`src/rtl/timer16_pkg.sv`:
```
// Purpose: shared constants for the 16-bit timer with input capture
// Assumes: byte-wide register port, one system clock
// Notes:   offsets are register indices on the internal byte bus
package timer16_pkg;
  // Register offsets
  localparam logic [3:0] OFS_COUNT_LOW    = 4'h0;
  localparam logic [3:0] OFS_COUNT_HIGH   = 4'h1;
  localparam logic [3:0] OFS_CAPTURE_LOW  = 4'h2;
  localparam logic [3:0] OFS_CAPTURE_HIGH = 4'h3;
  localparam logic [3:0] OFS_CONTROL_A    = 4'h4;
  localparam logic [3:0] OFS_CONTROL_B    = 4'h5;
  localparam logic [3:0] OFS_FLAGS        = 4'h6;
  localparam logic [3:0] OFS_IRQ_MASK     = 4'h7;
  // Control A fields
  localparam int WAVE_LO_POS = 0;      // wave_mode[1:0]
  // Control B fields
  localparam int SRC_POS     = 0;      // source_select[2:0]
  localparam int WAVE_HI_POS = 3;      // wave_mode[3:2]
  localparam int EDGE_POS    = 6;      // 1 = rising edge captures
  localparam int CAPSRC_POS  = 7;      // 1 = comparator_out source
  // Flags and mask fields
  localparam int OVF_POS     = 0;
  localparam int CAPF_POS    = 5;
  // Reset values
  localparam logic [7:0]  RESET_BYTE  = 8'h00;
  localparam logic [15:0] RESET_WORD  = 16'h0000;
  // Count limits
  localparam logic [15:0] COUNT_BOTTOM = 16'h0000;
  localparam logic [15:0] COUNT_MAX    = 16'hFFFF;
  localparam logic [15:0] COUNT_ONE    = 16'h0001;
  // Source select codes
  localparam logic [2:0] SRC_STOP   = 3'h0;
  localparam logic [2:0] SRC_DIV1   = 3'h1;
  localparam logic [2:0] SRC_DIV8   = 3'h2;
  localparam logic [2:0] SRC_DIV64  = 3'h3;
  localparam logic [2:0] SRC_DIV256 = 3'h4;
  localparam logic [2:0] SRC_DIV1K  = 3'h5;
  localparam logic [2:0] SRC_EXTF   = 3'h6;
  localparam logic [2:0] SRC_EXTR   = 3'h7;
  // Wave mode codes used by this counter
  localparam logic [3:0] WAVE_NORMAL  = 4'h0;
  localparam logic [3:0] WAVE_UPDOWN  = 4'h1;
  localparam logic [3:0] WAVE_CLR_CAP = 4'hC;
  // Prescaler width
  localparam int PRE_W = 10;
endpackage

```
`src/rtl/timer16_counter_capture.sv`:
```
// Purpose: 16-bit up/down counter with input capture on a byte bus
// Assumes: single 20 MHz clock, byte register port from the core
// Notes:   one shared high-byte latch serves every 16-bit register
`timescale 1ns/1ns
`default_nettype none
module timer16_counter_capture #(
  parameter int INSTANCE = 1
) (
  // Clock and reset
  input  wire logic                     clock,
  input  wire logic                     resetn,
  // Register port from the core
  input  wire logic [3:0]               regAddr,
  input  wire logic [7:0]               regWdata,
  input  wire logic                     regWrite,
  input  wire logic                     regRead,
  output logic      [7:0]               regRdata,
  // Interrupt service acknowledges
  input  wire logic                     captureAck,
  input  wire logic                     overflowAck,
  // Event inputs
  input  wire logic                     capture_pin,
  input  wire logic                     comparator_out,
  input  wire logic                     extClockPin,
  // Indications
  output logic                          topHit,
  output logic                          bottomHit,
  output logic                          captureIrq,
  output logic                          overflowIrq
);
  import timer16_pkg::*;

  logic [15:0] count_value_r;
  logic [15:0] capture_value_r;
  logic [7:0]  holdLatch_r;
  logic [7:0]  control_a_r;
  logic [7:0]  control_b_r;
  logic        overflow_flag_r;
  logic        capture_flag_r;
  logic        capture_irq_enable_r;
  logic        overflowIrqEn_r;
  logic        countDown_r;
  logic [PRE_W-1:0] prescale_r;
  logic [1:0]  capSync_r;
  logic [1:0]  cmpSync_r;
  logic [1:0]  extSync_r;
  logic        capPrev_r;
  logic        extPrev_r;
  logic [3:0]  wave_mode;
  logic [2:0]  source_select;
  logic        tick_clock;
  logic        capSrc;
  logic        captureHit;
  logic        wrCountLow;
  logic        rdCountLow;
  logic        rdCapLow;
  logic        atTop;

  // Field extraction across the two control registers
  assign wave_mode     = {control_b_r[WAVE_HI_POS+1:WAVE_HI_POS],
                          control_a_r[WAVE_LO_POS+1:WAVE_LO_POS]};
  assign source_select = control_b_r[SRC_POS+2:SRC_POS];

  // Access strobes on the low-byte locations
  assign wrCountLow = regWrite && (regAddr == OFS_COUNT_LOW);
  assign rdCountLow = regRead  && (regAddr == OFS_COUNT_LOW);
  assign rdCapLow   = regRead  && (regAddr == OFS_CAPTURE_LOW);

  // Free-running prescaler on the system clock
  always_ff @(posedge clock or negedge resetn) begin
    if (!resetn) begin
      prescale_r <= '0;
    end else begin
      prescale_r <= prescale_r + 1'b1;
    end
  end

  // Pin synchronisers; first stage feeds only the second
  always_ff @(posedge clock or negedge resetn) begin
    if (!resetn) begin
      capSync_r <= 2'b00;
      cmpSync_r <= 2'b00;
      extSync_r <= 2'b00;
      capPrev_r <= 1'b0;
      extPrev_r <= 1'b0;
    end else begin
      capSync_r <= {capSync_r[0], capture_pin};
      cmpSync_r <= {cmpSync_r[0], comparator_out};
      extSync_r <= {extSync_r[0], extClockPin};
      capPrev_r <= capSrc;
      extPrev_r <= extSync_r[1];
    end
  end

  // Tick selection; divider taps are one-cycle enables
  always_comb begin
    case (source_select)
      SRC_STOP:   tick_clock = 1'b0;
      SRC_DIV1:   tick_clock = 1'b1;
      SRC_DIV8:   tick_clock = (prescale_r[2:0] == 3'h7);
      SRC_DIV64:  tick_clock = (prescale_r[5:0] == 6'h3F);
      SRC_DIV256: tick_clock = (prescale_r[7:0] == 8'hFF);
      SRC_DIV1K:  tick_clock = (prescale_r == 10'h3FF);
      SRC_EXTF:   tick_clock = extPrev_r && !extSync_r[1];
      SRC_EXTR:   tick_clock = !extPrev_r && extSync_r[1];
      default:    tick_clock = 1'b0;
    endcase
  end

  // Comparator path exists only on instance 1
  assign capSrc = (INSTANCE == 1 && control_b_r[CAPSRC_POS]) ?
                  cmpSync_r[1] : capSync_r[1];

  // Edge detector qualified by the configured sense
  assign captureHit = control_b_r[EDGE_POS] ?
                      (capSrc && !capPrev_r) :
                      (!capSrc && capPrev_r);

  // Top depends on mode: capture register in clear mode, else max
  assign atTop = (wave_mode == WAVE_CLR_CAP) ?
                 (count_value_r == capture_value_r) :
                 (count_value_r == COUNT_MAX);

  // Counter: core write first, then clear, then step
  always_ff @(posedge clock or negedge resetn) begin
    if (!resetn) begin
      count_value_r <= RESET_WORD;
    end else if (wrCountLow) begin
      count_value_r <= {holdLatch_r, regWdata};
    end else if (tick_clock) begin
      if (wave_mode == WAVE_CLR_CAP && atTop) begin
        count_value_r <= COUNT_BOTTOM;
      end else if (countDown_r) begin
        count_value_r <= count_value_r - COUNT_ONE;
      end else begin
        count_value_r <= count_value_r + COUNT_ONE;
      end
    end
  end

  // Direction control; only the dual-slope mode turns round
  always_ff @(posedge clock or negedge resetn) begin
    if (!resetn) begin
      countDown_r <= 1'b0;
    end else if (wave_mode != WAVE_UPDOWN) begin
      countDown_r <= 1'b0;
    end else if (tick_clock && !wrCountLow) begin
      if (!countDown_r && count_value_r == COUNT_MAX - COUNT_ONE) begin
        countDown_r <= 1'b1;
      end else if (countDown_r && count_value_r == COUNT_ONE) begin
        countDown_r <= 1'b0;
      end
    end
  end

  // Shared latch: high-byte writes, low-byte reads load it
  always_ff @(posedge clock or negedge resetn) begin
    if (!resetn) begin
      holdLatch_r <= RESET_BYTE;
    end else if (regWrite && (regAddr == OFS_COUNT_HIGH ||
                              regAddr == OFS_CAPTURE_HIGH)) begin
      holdLatch_r <= regWdata;
    end else if (rdCountLow) begin
      holdLatch_r <= count_value_r[15:8];
    end else if (rdCapLow) begin
      holdLatch_r <= capture_value_r[15:8];
    end
  end

  // Capture register; writable only in the mode that uses it as top
  always_ff @(posedge clock or negedge resetn) begin
    if (!resetn) begin
      capture_value_r <= RESET_WORD;
    end else if (wave_mode == WAVE_CLR_CAP) begin
      if (regWrite && regAddr == OFS_CAPTURE_LOW) begin
        capture_value_r <= {holdLatch_r, regWdata};
      end
    end else if (captureHit) begin
      capture_value_r <= count_value_r;
    end
  end

  // Capture flag; a new capture beats a clear in the same cycle
  always_ff @(posedge clock or negedge resetn) begin
    if (!resetn) begin
      capture_flag_r <= 1'b0;
    end else if (captureHit && wave_mode != WAVE_CLR_CAP) begin
      capture_flag_r <= 1'b1;
    end else if (captureAck || (regWrite && regAddr == OFS_FLAGS &&
                                regWdata[CAPF_POS])) begin
      capture_flag_r <= 1'b0;
    end
  end

  // Overflow flag: at max in normal mode, at bottom in dual slope
  always_ff @(posedge clock or negedge resetn) begin
    if (!resetn) begin
      overflow_flag_r <= 1'b0;
    end else if (tick_clock && !wrCountLow &&
                 ((wave_mode == WAVE_UPDOWN && countDown_r &&
                   count_value_r == COUNT_ONE) ||
                  (wave_mode != WAVE_UPDOWN && atTop))) begin
      overflow_flag_r <= 1'b1;
    end else if (overflowAck || (regWrite && regAddr == OFS_FLAGS &&
                                 regWdata[OVF_POS])) begin
      overflow_flag_r <= 1'b0;
    end
  end

  // Control and mask registers
  always_ff @(posedge clock or negedge resetn) begin
    if (!resetn) begin
      control_a_r          <= RESET_BYTE;
      control_b_r          <= RESET_BYTE;
      capture_irq_enable_r <= 1'b0;
      overflowIrqEn_r      <= 1'b0;
    end else if (regWrite) begin
      if (regAddr == OFS_CONTROL_A) begin
        control_a_r <= regWdata;
      end else if (regAddr == OFS_CONTROL_B) begin
        control_b_r <= regWdata;
      end else if (regAddr == OFS_IRQ_MASK) begin
        capture_irq_enable_r <= regWdata[CAPF_POS];
        overflowIrqEn_r      <= regWdata[OVF_POS];
      end
    end
  end

  // Read data, registered; high locations return the latch
  always_ff @(posedge clock or negedge resetn) begin
    if (!resetn) begin
      regRdata <= RESET_BYTE;
    end else if (!regRead) begin
      regRdata <= RESET_BYTE;
    end else if (regAddr == OFS_COUNT_LOW) begin
      regRdata <= count_value_r[7:0];
    end else if (regAddr == OFS_COUNT_HIGH ||
                 regAddr == OFS_CAPTURE_HIGH) begin
      regRdata <= holdLatch_r;
    end else if (regAddr == OFS_CAPTURE_LOW) begin
      regRdata <= capture_value_r[7:0];
    end else if (regAddr == OFS_CONTROL_A) begin
      regRdata <= control_a_r;
    end else if (regAddr == OFS_CONTROL_B) begin
      regRdata <= control_b_r;
    end else if (regAddr == OFS_FLAGS) begin
      regRdata <= {2'b00, capture_flag_r, 4'h0, overflow_flag_r};
    end else if (regAddr == OFS_IRQ_MASK) begin
      regRdata <= {2'b00, capture_irq_enable_r, 4'h0, overflowIrqEn_r};
    end else begin
      regRdata <= RESET_BYTE;
    end
  end

  // Indications and requests, registered outputs
  always_ff @(posedge clock or negedge resetn) begin
    if (!resetn) begin
      topHit      <= 1'b0;
      bottomHit   <= 1'b0;
      captureIrq  <= 1'b0;
      overflowIrq <= 1'b0;
    end else begin
      topHit      <= atTop;
      bottomHit   <= (count_value_r == COUNT_BOTTOM);
      captureIrq  <= capture_flag_r && capture_irq_enable_r;
      overflowIrq <= overflow_flag_r && overflowIrqEn_r;
    end
  end
endmodule
`default_nettype wire

```
`config.mk`:
```
export PLATFORM = sky130hd
export DESIGN_NAME = timer16_counter_capture
export DESIGN_NICKNAME = d
export VERILOG_FILES = /design/src/rtl/timer16_pkg.sv /design/src/rtl/timer16_counter_capture.sv
export SDC_FILE = /design/constraint.sdc
export NUM_CORES = 1
export LEC_CHECK = 0
export ABC_AREA = 1
export ABC_CLOCK_PERIOD_IN_PS = 3890
export BUFFER_PORTS_ARGS = -buffer_cell sky130_fd_sc_hd__clkbuf_2
export CORE_MARGIN = 2
export CORE_UTILIZATION = 50
export CTS_BUF_LIST = sky130_fd_sc_hd__clkbuf_16
export CTS_CLUSTER_DIAMETER = 200
export CTS_CLUSTER_SIZE = 16
export DETAILED_ROUTE_END_ITERATION = 8
export PLACE_DENSITY_LB_ADDON = 0.1
export REMOVE_ABC_BUFFERS = 1
export SLEW_MARGIN = 15
export SYNTH_ARGS = -nofsm -noshare
export SYNTH_HDL_FRONTEND = slang
export SYNTH_SLANG_ARGS = --single-unit
export TNS_END_PERCENT = 20
```
`constraint.sdc`:
```
create_clock -name clock -period 3.89 [get_ports clock]
set_input_delay 0.389 -clock clock [delete_from_list [all_inputs] [get_ports clock]]
set_output_delay 0.389 -clock clock [all_outputs]
set_load 0.01 [all_outputs]
```
==> metrics.txt <==
# TYPE chip_impl_metric gauge
chip_impl_metric{name="first_pass_grt_wire_length",unit="µm"} 25900
chip_impl_metric{name="clock_buffer_count_from_cts",unit=""} 9
chip_impl_info{name="critPathSlowestCell",value="sky130_fd_sc_hd__inv_2"} 1
chip_impl_info{name="tritoncts_clock_tree",value="done"} 1
chip_impl_metric{name="antennaDiodeCount",unit=""} 0
chip_impl_metric{name="globalRouteTotalUtil",unit="%"} 29.0
chip_impl_metric{name="die_width",unit="µm"} 109
chip_impl_metric{name="number_of_library_cell_types_mapped_by_synthesis",unit=""} 36
chip_impl_metric{name="post_route_standard_cell_area_excluding_fillers",unit="µm²"} 5970
chip_impl_metric{name="std_cell_rows",unit=""} 38
chip_impl_metric{name="grt_remaining_overflow",unit=""} 0
chip_impl_metric{name="cp_slowest_stage_delay",unit="ns"} 0.43
chip_impl_info{name="root_buffer",value="sky130_fd_sc_hd__clkbuf_16"} 1
chip_impl_metric{name="final_min_period_over_clock_period",unit="%"} 65.3
chip_impl_metric{name="floorplan.io_pins",unit=""} 33
chip_impl_metric{name="max-clock-path-buffers",unit=""} 2
chip_impl_metric{name="vertical_die_dimension",unit="µm"} 109
chip_impl_info{name="rsz_0062_raised_after_global_routing",value="no"} 1
chip_impl_metric{name="clk_latency",unit="ns"} 0.35
chip_impl_metric{name="placement.cell_area",unit="µm²"} 5700
chip_impl_metric{name="grt_antenna_before_repair",unit=""} 0
chip_impl_metric{name="postSynthCellCount",unit=""} 762
chip_impl_info{name="crit_top_cell",value="sky130_fd_sc_hd__nand2_1"} 1
chip_impl_metric{name="hold_slack",unit="ns"} 0.137
chip_impl_metric{name="layout.nets",unit=""} 801
chip_impl_metric{name="cts.sink_count",unit=""} 91
chip_impl_metric{name="vias",unit=""} 5243
chip_impl_metric{name="synthMuxAreaShare",unit="%"} 0
chip_impl_metric{name="cts-htree-levels",unit=""} 3
chip_impl_info{name="critPathTopFamily",value="simple AND/OR/NAND/NOR gates"} 1
chip_impl_metric{name="drt_iter0_markers",unit=""} 439
chip_impl_metric{name="finalWirelength",unit="µm"} 16100
chip_impl_metric{name="path_max_fanout",unit=""} 30
chip_impl_metric{name="path_buf_inv",unit=""} 2
chip_impl_info{name="yosysMostFrequentCell",value="sky130_fd_sc_hd__nand2_1"} 1
chip_impl_metric{name="report.final.slew_viol_count",unit=""} 0
chip_impl_info{name="timing.critical_path.from_type",value="register"} 1
chip_impl_metric{name="clock_power_share",unit="%"} 23.1
chip_impl_info{name="synthTopCellsByArea",value="sky130_fd_sc_hd__dfrtp_1 41%, sky130_fd_sc_hd__nand2_1 15%, sky130_fd_sc_hd__inv_1 6.3%"} 1
chip_impl_info{name="critical_path_class",value="register to register"} 1
chip_impl_metric{name="yosys.area_share.simple",unit="%"} 29.4
chip_impl_metric{name="cap_viol_max_count",unit=""} 0
chip_impl_metric{name="switchingPower",unit="W"} 0.00152
chip_impl_metric{name="timing.slew.headroom",unit="%"} 30.2
chip_impl_metric{name="synthesis.area",unit="µm²"} 5510
chip_impl_metric{name="finalWorstPathRequiredPeriod",unit="ns"} 2.54
chip_impl_info{name="run_status",value="completed"} 1
chip_impl_metric{name="setup_tns",unit="ns"} 0
chip_impl_metric{name="power_density",unit="nW/µm²"} 589
chip_impl_info{name="crit_path_cells",value="nand2_1, inv_2, nand2_2, inv_2, nand3_1, nand2_1, nor2_1, nand2_1, nor2_1, nand3_2, nand3_1, nand2_1"} 1
chip_impl_metric{name="timing_worst_slew_pin_value",unit="ns"} 1.04
chip_impl_metric{name="syn2layout_area_growth",unit="%"} 8.34
chip_impl_metric{name="yosys.area.top_type_share",unit="%"} 41.3
chip_impl_metric{name="drive_gt1_share",unit="%"} 9.00
chip_impl_metric{name="nFillCells",unit=""} 1050
chip_impl_metric{name="postCtsSetupBuffers",unit=""} 0
chip_impl_info{name="synth.top_cells.by_count",value="218 x sky130_fd_sc_hd__nand2_1, 93 x sky130_fd_sc_hd__inv_1, 91 x sky130_fd_sc_hd__dfrtp_1"} 1
chip_impl_metric{name="port_buffers",unit=""} 32
chip_impl_metric{name="routed_wire_length_per_instance",unit="µm"} 17.5
chip_impl_metric{name="design.die.area",unit="µm²"} 11900
chip_impl_metric{name="detail_route.drc_violations",unit=""} 0
chip_impl_metric{name="hold_buffers",unit=""} 0
chip_impl_metric{name="globalplace.congestion",unit=""} 0.943
chip_impl_metric{name="firstDrtPassIters",unit=""} 5
chip_impl_metric{name="synth_fa_ha_area_share",unit="%"} 1.59
chip_impl_metric{name="fmax",unit="MHz"} 394
chip_impl_metric{name="ctsResizeCount",unit=""} 0
chip_impl_metric{name="syn_area_per_cell",unit="µm²"} 7.23
chip_impl_metric{name="clock_skew",unit="ns"} 0.00918
chip_impl_metric{name="coreArea",unit="µm²"} 10800
chip_impl_metric{name="vdd_drop_max",unit="µV"} 305
chip_impl_metric{name="synthesis_warnings",unit=""} 0
chip_impl_metric{name="detailed_place_hpwl",unit="µm"} 11800
chip_impl_info{name="min_path_type",value="input port to register"} 1
chip_impl_metric{name="finalSetupViolations",unit=""} 0
chip_impl_metric{name="worst-endpoint-required",unit="ns"} 4.18
chip_impl_metric{name="via_count_of_the_first_global_routing_pass",unit=""} 5016
chip_impl_metric{name="internal_power",unit="W"} 0.00199
chip_impl_metric{name="power.combinational.fraction",unit="%"} 34.1
chip_impl_metric{name="synth-compound-area-share",unit="%"} 14.3
chip_impl_metric{name="timing.final.hold_violations",unit=""} 0
chip_impl_metric{name="design_power_total",unit="W"} 0.00351
chip_impl_metric{name="via_per_inst",unit=""} 5.71
chip_impl_metric{name="cellLeakagePower",unit="nW"} 2.96
chip_impl_metric{name="clk_pin_slew_worst_setup_hold_paths",unit="ns"} 0.07
chip_impl_metric{name="power.sequential.fraction",unit="%"} 42.8
chip_impl_metric{name="synth_xor_xnor_area_share",unit="%"} 3.02
chip_impl_metric{name="ant_nets",unit=""} 0
chip_impl_metric{name="register_area_share_after_synthesis",unit="%"} 41.3
chip_impl_metric{name="total_of_flip_flops_plus_latches_after_synthesis",unit=""} 91
chip_impl_info{name="synth_largest_area_cell",value="sky130_fd_sc_hd__dfrtp_1"} 1
chip_impl_metric{name="critical_path_arrival",unit="ns"} 2.83
chip_impl_metric{name="number_of_synthesized_flops_with_an_enable_pin",unit=""} 0
chip_impl_info{name="dominant_register_cell_in_the_synthesized_netlist",value="sky130_fd_sc_hd__dfrtp_1"} 1
chip_impl_metric{name="initial_utilization",unit="%"} 51.0
chip_impl_info{name="largest_family_of_logic_cells_by_synthesized_area",value="simple AND/OR/NAND/NOR gates"} 1
chip_impl_metric{name="power_switching_share",unit="%"} 43.3
chip_impl_info{name="end_kind",value="register"} 1
chip_impl_metric{name="synth_async_sr_flop_share",unit="%"} 100
chip_impl_metric{name="rrSetupSlack",unit="ns"} 1.35
chip_impl_metric{name="grt_start_max_net_pins",unit=""} 80
[metrics by stage]
step	instances	setup WS [ns]	util, %
4_1_cts	918	1.40	55.3
3_5_place_dp	902	1.29	52.8
3_3_place_gp	902	1.31	52.8
6_report	918	1.35	55.3
2_1_floorplan	725	1.09	-
5_1_grt	918	1.08	55.3
[sequential cells by signal (all words and copies together), names as in the netlist, 2 cells and up]
name and count:
capture_value_r 16, count_value_r 16, prescale_r 10, control_a_r 8, control_b_r 8, holdLatch_r 8
regRdata 8, capSync_r 2, cmpSync_r 2, extSync_r 2
[worst paths after layout]
kind	startpoint	to	cells past startpoint
max	control_b_r[3]$_DFFE_PN0P_	count_value_r[12]$_DFFE_PN0P_	12
min	extClockPin	extSync_r[0]$_DFF_PN0_	1
max reg2reg	control_b_r[3]$_DFFE_PN0P_	count_value_r[12]$_DFFE_PN0P_	12
min reg2reg	capSync_r[0]$_DFF_PN0_	capSync_r[1]$_DFF_PN0_	0
max in group asynchronous	resetn	capture_value_r[11]$_DFFE_PN0P_	2
min in group asynchronous	resetn	prescale_r[9]$_DFF_PN0_	1
[layer usage]
layer | track usage [%] | part of all wire (%)
met1 | 39.2 | 45
met2 | 44.3 | 45
met3 | 5.80 | 7.3
met4 | 14.9 | 3.5
met5 | 0 | 0
[cell usage in the layout, fill, tap and decap left out, drive strengths merged, types with 6 or more instances in the layout]
master and instances:
a21oi 14, a22oi 8, buf 6, clkbuf 40, dfrtp 91, ha 7, inv 100, nand2 222
nand3 54, nand4 38, nor2 56, o211ai 18, o21ai 72, o22ai 11, xor2 17
[cell families (layout without fill, tap and decap cells)]
kind of cell / Yosys count / after routing
adders and majority gates: 7 / 7
xor gates and xnor gates: 19 / 19
DFF: 91 / 91
and+or+nand+nor: 376 / 376
buffers and inverters: 136 / 152
AOI/OAI and AO/OA: 133 / 133
[worst register-to-register path, cell delays in order, from the launching register on]
cell and delay [ns]:
sky130_fd_sc_hd__dfrtp_1 0.39, sky130_fd_sc_hd__nand2_1 0.08, sky130_fd_sc_hd__inv_2 0.35, sky130_fd_sc_hd__nand2_2 0.33, sky130_fd_sc_hd__inv_2 0.43, sky130_fd_sc_hd__nand3_1 0.13, sky130_fd_sc_hd__nand2_1 0.12, sky130_fd_sc_hd__nor2_1 0.04
sky130_fd_sc_hd__nand2_1 0.05, sky130_fd_sc_hd__nor2_1 0.05, sky130_fd_sc_hd__nand3_2 0.28, sky130_fd_sc_hd__nand3_1 0.13, sky130_fd_sc_hd__nand2_1 0.09
[power by group through the flow]
stage	registers [W]	logic, W	clock network [W]
finish	0.00150	0.00120	0.000812
global route	0.00153	0.00136	0.000867
CTS	0.00149	0.00119	0.000830
detailed placement	0.00151	0.00118	0
floorplan	0.00139	0.000846	0
global placement	0.00151	0.00116	0
[layout make-up]
cell class / instances / area [µm²] / share of cell area [%]
Timing Repair Buffer: 37 / 200 / 3.36
Clock inverter: 7 / 45.0 / 0.755
Inverter: 99 / 373 / 6.25
Multi-Input combinational cell: 535 / 2670 / 44.8
Tap cell: 140 / 175 / 2.94
Sequential cell: 91 / 2280 / 38.2
Clock buffer: 9 / 225 / 3.77
No activity file was read; power rests on OpenSTA's default activity.
